### src/rtl/ufc_pkg.sv
`default_nettype none
package ufc_pkg;
    // Command code and register layout
    localparam logic [7:0]  CMD_USER_FEATURE_CONFIG = 8'hd1;
    localparam logic [15:0] RESET_VALUE             = 16'h1440;
    localparam logic [15:0] WRITABLE_MASK           = 16'hfefb;
    localparam int          MIN_DUTY_HI             = 15;
    localparam int          MIN_DUTY_LO             = 11;
    localparam int          MIN_DUTY_EN_BIT         = 10;
    localparam int          BOOT_REFRESH_BIT        = 9;
    localparam int          FAULT_BUS_BIT           = 7;
    localparam int          TEMP_TRACK_SEL_BIT      = 6;
    localparam int          PG_PUSH_PULL_BIT        = 5;
    localparam int          TEMP_FAULT_HI           = 4;
    localparam int          TEMP_FAULT_LO           = 3;
    localparam int          SYNC_HI                 = 1;
    localparam int          SYNC_LO                 = 0;
    localparam int          DATA_BYTES              = 2;
    // Temperature fault source codes
    localparam logic [1:0]  TFS_INTERNAL            = 2'h0;
    localparam logic [1:0]  TFS_EXTERNAL            = 2'h1;
    // Sync pin modes
    localparam logic [1:0]  SYNC_INTERNAL           = 2'h0;
    localparam logic [1:0]  SYNC_INTERNAL_OUT       = 2'h1;
    localparam logic [1:0]  SYNC_EXTERNAL           = 2'h2;
    // Minimum duty numerator: duty = MIN_DUTY_NUM / 512 percent
    localparam int          MIN_DUTY_DIV            = 512;
endpackage
`default_nettype wire

### src/rtl/ufc_store.sv
`default_nettype none
module ufc_store #(
    parameter int                WIDTH = 16,
    parameter logic [WIDTH-1:0]  RST   = '0,
    parameter logic [WIDTH-1:0]  MASK  = '1
) (
    // Clock and reset
    input  wire logic             clk,
    input  wire logic             rst_n,
    // Write side
    input  wire logic             we,
    input  wire logic [WIDTH-1:0] wdata,
    // Stored value
    output logic      [WIDTH-1:0] q
);
    logic [WIDTH-1:0] q_r;
    logic [WIDTH-1:0] q_nxt;

    // Masked load; bits outside the mask stay zero
    always_comb begin
        q_nxt = q_r;
        if (we) begin
            q_nxt = wdata & MASK;
        end
    end

    // Register with synchronous reset to default
    always_ff @(posedge clk) begin
        if (!rst_n) begin
            q_r <= RST;
        end else begin
            q_r <= q_nxt;
        end
    end

    assign q = q_r;
endmodule
`default_nettype wire

### src/rtl/ufc_user_feature_config_register.sv
// Summary of operation
// - Bits 15:11 set minimum duty, (n+1)*2/512 percent
// - Bit 10 enables the minimum duty limit
// - Bit 9 enables boot refresh pulse in diode emulation
// - Reset value is 1440h
// - Bit 6 picks external sensor or tracking input
// - Bit 5 picks push-pull or open-drain power good
// - Bits 4:3 pick temperature fault source
// - Bits 1:0 pick sync pin clock mode
// - Two-byte value, readable and writable
`default_nettype none
module ufc_user_feature_config_register (
    // Clock and reset
    input  wire logic        clk,
    input  wire logic        rst_n,
    // Command port from the bus engine
    input  wire logic [7:0]  cmd_code,
    input  wire logic        cmd_write,
    input  wire logic        cmd_read,
    input  wire logic [15:0] cmd_wdata,
    output logic      [15:0] cmd_rdata,
    output logic             cmd_rvalid,
    output logic             cmd_hit,
    // Minimum duty
    output logic      [9:0]  min_duty_num,
    output logic             min_duty_active,
    // Diode emulation boot refresh
    output logic             diode_emulation_mode_refresh_en,
    // Fault bus
    output logic             fault_bus_en,
    // Shared temperature/tracking pin
    output logic             external_temp_sensor_en,
    output logic             tracking_input_en,
    // Power good drive style
    output logic             power_good_output_push_pull,
    // Temperature fault source
    output logic             temp_fault_use_external,
    output logic             temp_fault_src_invalid,
    // Sync pin
    output logic             sync_use_external,
    output logic             sync_drive_out,
    output logic             sync_mode_invalid
);
    // Block overview
    // This block holds one 16-bit user configuration word and fans it out
    // as ready-decoded control levels to the modulator, the fault logic,
    // the shared temperature/tracking pin and the sync circuitry.
    // The bus engine outside has already assembled the two data bytes
    // into one word, so every access here is a single-cycle strobe.
    //
    // Command port
    // A write or read strobe counts only when cmd_code names this word.
    // Any other code is left for the neighbouring command handlers and
    // produces no hit, no read answer and no change of state.
    // Write and read may come back to back with no idle cycle between.
    // A read in the same cycle as a write returns the old value, because
    // the read answer is taken from the stored word before the load.
    //
    // Timing of a write
    // Edge 0: strobe sampled, stored word loaded, cmd_hit set.
    // Edge 1: decoded outputs registered from the new stored word.
    // So a consumer sees the new setting two edges after the strobe.
    //
    // Timing of a read
    // Edge 0: strobe sampled, cmd_rdata loaded, cmd_rvalid and cmd_hit set.
    // cmd_rvalid and cmd_hit stand for one cycle only.
    // cmd_rdata stands until the next read of this word, so a slow
    // engine may pick it up late without a second request.
    //
    // Stored bits
    // Bits 8 and 2 have no function. They are cleared by the write mask,
    // so they always read back as zero whatever the host writes there,
    // and nothing downstream can ever react to them.
    //
    // Minimum duty
    // Bits 15:11 hold a setting of 0 to 31. The duty floor is
    // 2*(setting+1)/512 percent; this block hands out only the numerator
    // over 512, from 2 up to 64, and the modulator does the scaling.
    // The floor applies only while min_duty_active is high.
    //
    // Boot refresh
    // While diode_emulation_mode_refresh_en is high, the modulator adds a
    // minimum low-side pulse in every switching cycle during diode
    // emulation, so the high-side bootstrap capacitor never runs flat.
    //
    // Shared temperature/tracking pin
    // Exactly one of external_temp_sensor_en and tracking_input_en is
    // high at any time outside reset; the pin can never serve both.
    //
    // Temperature fault source
    // Code 00 picks the internal sensor and 01 the external one.
    // The external source is only honoured while the external sensor is
    // enabled; otherwise the code is flagged invalid and the fault logic
    // keeps using the internal sensor. Codes 10 and 11 are flagged too.
    //
    // Sync pin
    // 00 runs from the internal clock, 01 also drives that clock out on
    // the pin, 10 follows an external clock and 11 is flagged invalid.
    // Mode 01 must not be combined with a pin-strap on the sync pin; the
    // block cannot see the strap, so this stays a user responsibility.
    //
    // Reset
    // Reset is synchronous and active low. The stored word returns to
    // its default while the decoded outputs are held at zero; the first
    // edge after release registers the decode of the default word.
    // Holding the outputs at zero in reset keeps the pin drivers and the
    // sync output quiet until the configuration is known.
    //
    // Saving the word
    // Copying the word to non-volatile store is the host's job right
    // after each write; this block has no store path of its own.

    // Stored word and command select
    logic [15:0] cfg;
    logic        sel;
    // Read answer registers
    logic [15:0] cmd_rdata_r;
    logic [15:0] cmd_rdata_nxt;
    logic        cmd_rvalid_r;
    logic        cmd_rvalid_nxt;
    logic        cmd_hit_r;
    logic        cmd_hit_nxt;
    // Decoded field registers
    logic [9:0]  min_duty_num_r;
    logic [9:0]  min_duty_num_nxt;
    logic [10:0] dec_r;
    logic [10:0] dec_nxt;
    // Field slices of the stored word
    logic [1:0]  tfs;
    logic [1:0]  sync_mode;

    assign sel = (cmd_code == ufc_pkg::CMD_USER_FEATURE_CONFIG);

    // Configuration storage; unused bits masked off
    ufc_store #(
        .WIDTH (16),
        .RST   (ufc_pkg::RESET_VALUE),
        .MASK  (ufc_pkg::WRITABLE_MASK)
    ) u_store (
        .clk   (clk),
        .rst_n (rst_n),
        .we    (cmd_write && sel),
        .wdata (cmd_wdata),
        .q     (cfg)
    );

    assign tfs       = cfg[ufc_pkg::TEMP_FAULT_HI:ufc_pkg::TEMP_FAULT_LO];
    assign sync_mode = cfg[ufc_pkg::SYNC_HI:ufc_pkg::SYNC_LO];

    // Read answer and decoded field outputs
    always_comb begin
        cmd_rvalid_nxt = cmd_read && sel;
        cmd_hit_nxt    = (cmd_read || cmd_write) && sel;
        cmd_rdata_nxt  = cmd_rdata_r;
        if (cmd_read && sel) begin
            cmd_rdata_nxt = cfg;
        end
        // Duty numerator over 512: 2*(setting+1)
        min_duty_num_nxt = {4'h0,
            (6'({1'b0, cfg[ufc_pkg::MIN_DUTY_HI:ufc_pkg::MIN_DUTY_LO]}) + 6'h01)} << 1;
        dec_nxt[0]  = cfg[ufc_pkg::MIN_DUTY_EN_BIT];
        dec_nxt[1]  = cfg[ufc_pkg::BOOT_REFRESH_BIT];
        dec_nxt[2]  = cfg[ufc_pkg::FAULT_BUS_BIT];
        dec_nxt[3]  = cfg[ufc_pkg::TEMP_TRACK_SEL_BIT];
        dec_nxt[4]  = !cfg[ufc_pkg::TEMP_TRACK_SEL_BIT];
        dec_nxt[5]  = cfg[ufc_pkg::PG_PUSH_PULL_BIT];
        // External fault source only counts if the sensor is enabled
        dec_nxt[6]  = (tfs == ufc_pkg::TFS_EXTERNAL) &&
                      cfg[ufc_pkg::TEMP_TRACK_SEL_BIT];
        dec_nxt[7]  = (tfs != ufc_pkg::TFS_INTERNAL) &&
                      !dec_nxt[6];
        dec_nxt[8]  = (sync_mode == ufc_pkg::SYNC_EXTERNAL);
        dec_nxt[9]  = (sync_mode == ufc_pkg::SYNC_INTERNAL_OUT);
        dec_nxt[10] = (sync_mode == 2'h3);
    end

    // Output registers
    always_ff @(posedge clk) begin
        if (!rst_n) begin
            cmd_rdata_r    <= 16'h0000;
            cmd_rvalid_r   <= 1'b0;
            cmd_hit_r      <= 1'b0;
            min_duty_num_r <= 10'h000;
            dec_r          <= 11'h000;
        end else begin
            cmd_rdata_r    <= cmd_rdata_nxt;
            cmd_rvalid_r   <= cmd_rvalid_nxt;
            cmd_hit_r      <= cmd_hit_nxt;
            min_duty_num_r <= min_duty_num_nxt;
            dec_r          <= dec_nxt;
        end
    end

    assign cmd_rdata                       = cmd_rdata_r;
    assign cmd_rvalid                      = cmd_rvalid_r;
    assign cmd_hit                         = cmd_hit_r;
    assign min_duty_num                    = min_duty_num_r;
    assign min_duty_active                 = dec_r[0];
    assign diode_emulation_mode_refresh_en = dec_r[1];
    assign fault_bus_en                    = dec_r[2];
    assign external_temp_sensor_en         = dec_r[3];
    assign tracking_input_en               = dec_r[4];
    assign power_good_output_push_pull     = dec_r[5];
    assign temp_fault_use_external         = dec_r[6];
    assign temp_fault_src_invalid          = dec_r[7];
    assign sync_use_external               = dec_r[8];
    assign sync_drive_out                  = dec_r[9];
    assign sync_mode_invalid               = dec_r[10];
endmodule
`default_nettype wire
### config.mk
export PLATFORM = sky130hd
export DESIGN_NAME = ufc_user_feature_config_register
export DESIGN_NICKNAME = d
export VERILOG_FILES = /design/src/rtl/ufc_pkg.sv /design/src/rtl/ufc_store.sv /design/src/rtl/ufc_user_feature_config_register.sv
export SDC_FILE = /design/constraint.sdc
export NUM_CORES = 1
export LEC_CHECK = 0
export ABC_AREA = 1
export BUFFER_PORTS_ARGS = -buffer_cell sky130_fd_sc_hd__buf_2
export CAP_MARGIN = 0
export CORE_UTILIZATION = 52
export CTS_CLUSTER_DIAMETER = 100
export CTS_CLUSTER_SIZE = 8
export DETAILED_ROUTE_END_ITERATION = 7
export PLACE_DENSITY_LB_ADDON = 0.12
export SYNTH_ARGS = -nofsm -noshare
export SYNTH_HDL_FRONTEND = slang
export SYNTH_SLANG_ARGS = --single-unit
### constraint.sdc
create_clock -name clk -period 1.6 [get_ports clk]
set_clock_uncertainty 0.05 [all_clocks]
set_input_delay 0.08 -clock clk [delete_from_list [all_inputs] [get_ports clk]]
set_output_delay 0.08 -clock clk [all_outputs]
set_load 0.03 [all_outputs]
# Word-level counts from Yosys, hierarchy flattened
# Index checks and enable logic that the tools add are counted.
classes:
  n_reduce_logical: 9
  add_sub_neg: 1
  eq_ne: 5
ops:
  columns: ["op", "n"]
  rows:
  - ["equality test 8 bit (second input constant)", 1]
  - ["adder 5 x 1 -> 6 bit (second input constant)", 1]
  - ["logical AND 1 bit", 5]
  - ["equality test 2 x 1 -> 1 bit (second input constant)", 2]
  - ["equality test 2 bit (second input constant)", 2]
  - ["zero test 1 bit", 2]
  - ["nonzero test 2 bit", 1]
  - ["logical OR 1 bit", 1]
word_totals:
  in_bits: 28
  wordCells: 22
  out_inout_bits: 39
  register_bits: 51

# Depth between registers and ports, before layout
depth:
  word_depth: 4
  ltp_mapped: 8

# Hierarchy
# From an unflattened synthesis, not the netlist that was laid out.
unflattened:
  cells_unflattened: 297
  hier_area_um2: 2074.5
by_module_without_submodules:
  columns: ["mod", "seq_area_each_um2", "area_per_inst_um2", "cells_per_inst", "n_inst"]
  rows:
  - ["ufc_user_feature_config_register", 700.7, 1486.4, 211, 1]
  - ["ufc_store", 280.3, 588.1, 86, 1]

# Worst setup path after synthesis
# No wires, ideal clock.
synth_timing:
  kind: "flip-flop to flip-flop"
  startpoint: "register u_store.q_r[11], in the netlist u_store.q[11]"
  endpoint: "register min_duty_num_r[5], in the netlist min_duty_num[5]"
  synth_period_minus_slack_ps: 1003
  setup_time_ps: 116
  arrival_time_ps: 837
  stages_incl_launch_ff: 7
  required_time_ps: 1434
  slack_ps: 597
  cell_sequence: "dfxtp_1 ha_1 nand2_1 inv_1 nand2_1 o21ai_1 a21oi_1"
synth_between:
  elab_chain_cells: 1
synth_rtl:
  columns: ["element", "line", "source"]
  rows:
  - ["start: declaration", "ufc_store.sv:16", "logic [WIDTH-1:0] q_r;"]
  - ["start signal: assignment", "ufc_store.sv:32", "q_r <= q_nxt;"]
  - ["adder 5 x 1 -> 6 bit", "ufc_user_feature_config_register.sv:160", "(6'({1'b0, cfg[ufc_pkg::MIN_DUTY_HI:ufc_pkg::MIN_DUTY_LO]}) + 6'h01)} << 1;"]
  - ["end signal: assignment", "ufc_user_feature_config_register.sv:189", "min_duty_num_r <= min_duty_num_nxt;"]
  - ["end: declaration", "ufc_user_feature_config_register.sv:124", "logic [9:0] min_duty_num_r;"]
# Every way passes these cells.
# A chain may end at the register's enable or synchronous reset.

==> impl_summary.txt <==
----------------------------------------------------
[Run status]
  Status ... complete, no violations

[Worst setup path]
  Data arrival time of the critical path ... about 1.4 ns
  Top delay family on crit path ... buffers and inverters
  Category of the worst setup path capture point ... flop
  Startpoint type of the worst setup path ... input pin
  Worst path slowest cell ... dlygate4sd3_1
  Slowest stage delay, CP ... between 0.5 and 0.6 ns
  Critical Path, Cell by Cell ... dlygate4sd3_1, buf_2, buf_4, nand2_1, nor3_1
  Start-to-end type of the worst setup path ... in -> reg
  Maximum fanout along the worst path ... 15
  Sum of buffers and inverters on the critical path ... 3
  Worst EP required ... around 1.8 ns

[Yosys]
  Instance count of the mapped netlist ... 240
  Sequential fraction of the synthesis area ... roughly 52%
  Top cells by area in the synthesized netlist ... dfxtp_1 (52%), nand2_1 (14%), nor2_1 (11%), inv_1 (6.1%), a21oi_1 (2.5%)
  Most common cell in the netlist ... nand2_1
  Count of different cell masters after synthesis ... 17
  Combined area of all synthesized cells ... between 0.0015 and 0.002 mm²
  Yosys top cell by area ... dfxtp_1
  Number of warnings issued by yosys ... 0
  Synthesized area divided by synthesized cell count ... between 7 and 8 µm²
  Asr flop ratio synth ... 0%
  Number of flip-flops and latches in the synthesized netlist ... 47
  Most instantiated flip-flop cell in the synthesis netlist ... dfxtp_1
  Count of flip-flops with a built-in enable after synthesis ... 0
  Area share of the largest cell type after synthesis ... a little over half
  Most instantiated cells after synthesis ... nand2_1 (66), nor2_1 (55), dfxtp_1 (47), inv_1 (29), a21oi_1 (9)

[Job]
  Max capacitance violation total ... 0

[Layout]
  Diode insertion count for antenna repair ... 0
  Post-synthesis to final-layout area growth ... 26.7%
  Area taken by multi-input logic gates ... 644 µm²
  Net total in the final layout ... roughly 340
  Fraction of layout cells with a size suffix above 1 ... between 20% and 30%
  Fill cell total of the finished layout ... 299
  Register Area ... 941 µm²
  Design area ... roughly 0.0023 mm²

[Timing]
  Tmin final ... roughly 1.2 ns
  Final max-slew violation count ... 0
  Final sum of negative setup slack ... 0 ns
  Fmax ... between 800 and 900 MHz
  Final Hold Vio Count ... 0
  Final period util ... between 70% and 80%
  Post-route worst setup slack ... between 0.3 and 0.4 ns
  Final Setup Violations ... 0
  RSZ-0062 raised after global routing ... no

[Place]
  Number of buffers inserted by port buffering ... 58
  Post-place instance area ... a little over 0.002 mm²
  DP Wirelength ... between 2 and 2.5 mm
  Worst slack at placement ... roughly 0.38 ns
  Routability congestion estimate ... around 0.76

[Global routing]
  First-pass GRT wire length ... around 5.5 mm
  GRT Total Usage ... approximately a fifth
  Pin count of the biggest net entering global routing ... 31
  Vias in the first global route ... about 1300
  Number of antenna violations at the first check in global routing ... 0
  Overflow left after global routing ... 0

[Detailed routing]
  Drt total wl ... ~3.4 mm
  Via count of the routed design ... 1568
  Final routed DRC violation total ... 0
  Detailed-router iteration count before antenna repair ... 4
  Mean number of vias per cell ... between 4 and 5
  Antenna viol nets, final ... 0
  Wirelength per Cell ... around 9.4 µm
  Drt initial violations ... between 60 and 70

[Pwr]
  Worst vdd ir ... 754 µV
  Power per cell area ... ~800 mW/mm²
  Leakage power total ... between 1 and 1.5 nW
  Total power consumption of the routed design ... 1.86 mW

[Clocking]
  Clk sink count ... 47
  Buffers from clock root to sink, at most ... 2
  Clock transition time at the flip-flop clock pins of the worst setup and hold paths ... ~0.13 ns
  Total number of H-tree levels ... 2
  Worst-skew pair later-pin latency ... 0.35 ns
  Number of buffers created by CTS ... 5
  Master cell of the clock root buffer ... clkbuf_4
  Count of instances resized after the clock tree is built ... 0
  CTS tree ... done

[Floorplanning]
  Die X-Extent ... between 60 and 70 µm
  Area of the die ... between 0.003 and 0.004 mm²
  Die height ... around 60 µm
  Number of top-level design ports ... between 60 and 70
  Core Footprint ... around 0.0032 mm²
  Starting utilization of the core area ... 56.6%
  Std cell rows ... 20

[Worst hold path]
  Class of the tightest hold or removal check ... in -> reg

----------------------------------------------------
==> tightest hold or removal path: stages <==
cell and delay [ns]:
buf_2 0.13, inv_1 0.05, nor2_1 0.07, nand2_1 0.06, nand3_1 0.05
==> placed cells by master, fill, tap and decap left out <==
cell            n
nand3_4         2
clkbuf_4        5
clkbuf_1        1
buf_4           2
nor3_1          2
buf_2          58
a21oi_1         9
ha_1            1
o21ai_1         2
clkinv_2        1
inv_1          29
nand4_2         1
dfxtp_1        47
nand2_1        66
nor2_4          2
dlygate4sd3_1  15
clkinvlp_4      1
nand3_1         4
nor2_1         55
inv_2           5
conb_1          6
==> per-stage QoR <==
stage	util (%)	hold slack (ns)	std cells
finish	71.7	0.0774	358
global route	71.7	0.0807	358
CTS	71.3	0.00471	357
detailed placement	65.2	0.236	335
global placement	65.2	0.233	335
floorplan	-	0.143	245
==> cell type report <==
class | instances | share of cell area (%)
clock buffers | 6 | 1.81
clock inverters | 2 | 0.549
inverters | 34 | 5.60
multi-input cells | 150 | 28.3
flip-flops and latches | 47 | 41.3
well taps | 44 | 2.42
repair buffers | 75 | 20.0
==> repair_timing <==
action,4_1_cts,5_1_grt
endpoints found under the hold margin,14,1
hold buffers,14,1
buffers inserted,0,0
==> cell families after synthesis <==
family | synth area share (%)
buf+inv | 12.9
fa+ha+maj | 0.696
simple gates | 30.8
flops | 52.3
compound gates | 3.06
other cells | 0.209
==> power by group <==
group          internal, mW  switching (mW)  total, mW
clock                 0.170           0.362      0.532
combinational        0.0620          0.0851      0.147
sequential             1.18         0.00218       1.18
total                  1.41           0.450       1.86
==> state kept, by name (all words and copies together), names as in the netlist <==
| signal | flops |
|---|---|
| cmd_hit | 1 |
| cmd_rdata | 14 |
| u_store.q | 14 |
| min_duty_num | 6 |
| dec_r | 11 |
| cmd_rvalid | 1 |
==> worst paths after layout <==
path	start	to	slack [ns]	depth (start not counted)
max	rst_n	dec_r[6]	0.39	5
min	cmd_write	u_store.q[10]	0.08	5
max reg2reg	u_store.q[11]	min_duty_num[5]	0.44	6
min reg2reg	u_store.q[0]	dec_r[8]	0.41	1
==> routing by layer <==
layer | part of all wire [%] | GRT usage [%] | vias up
li1 | - | - | 840
met2 | 48 | 34.5 | 43
met4 | 1.4 | 6.82 | 0
met3 | 5.0 | 4.90 | 7
met5 | 0 | 0 | -
met1 | 46 | 24.3 | 678
(Power assumes the default switching activity.)
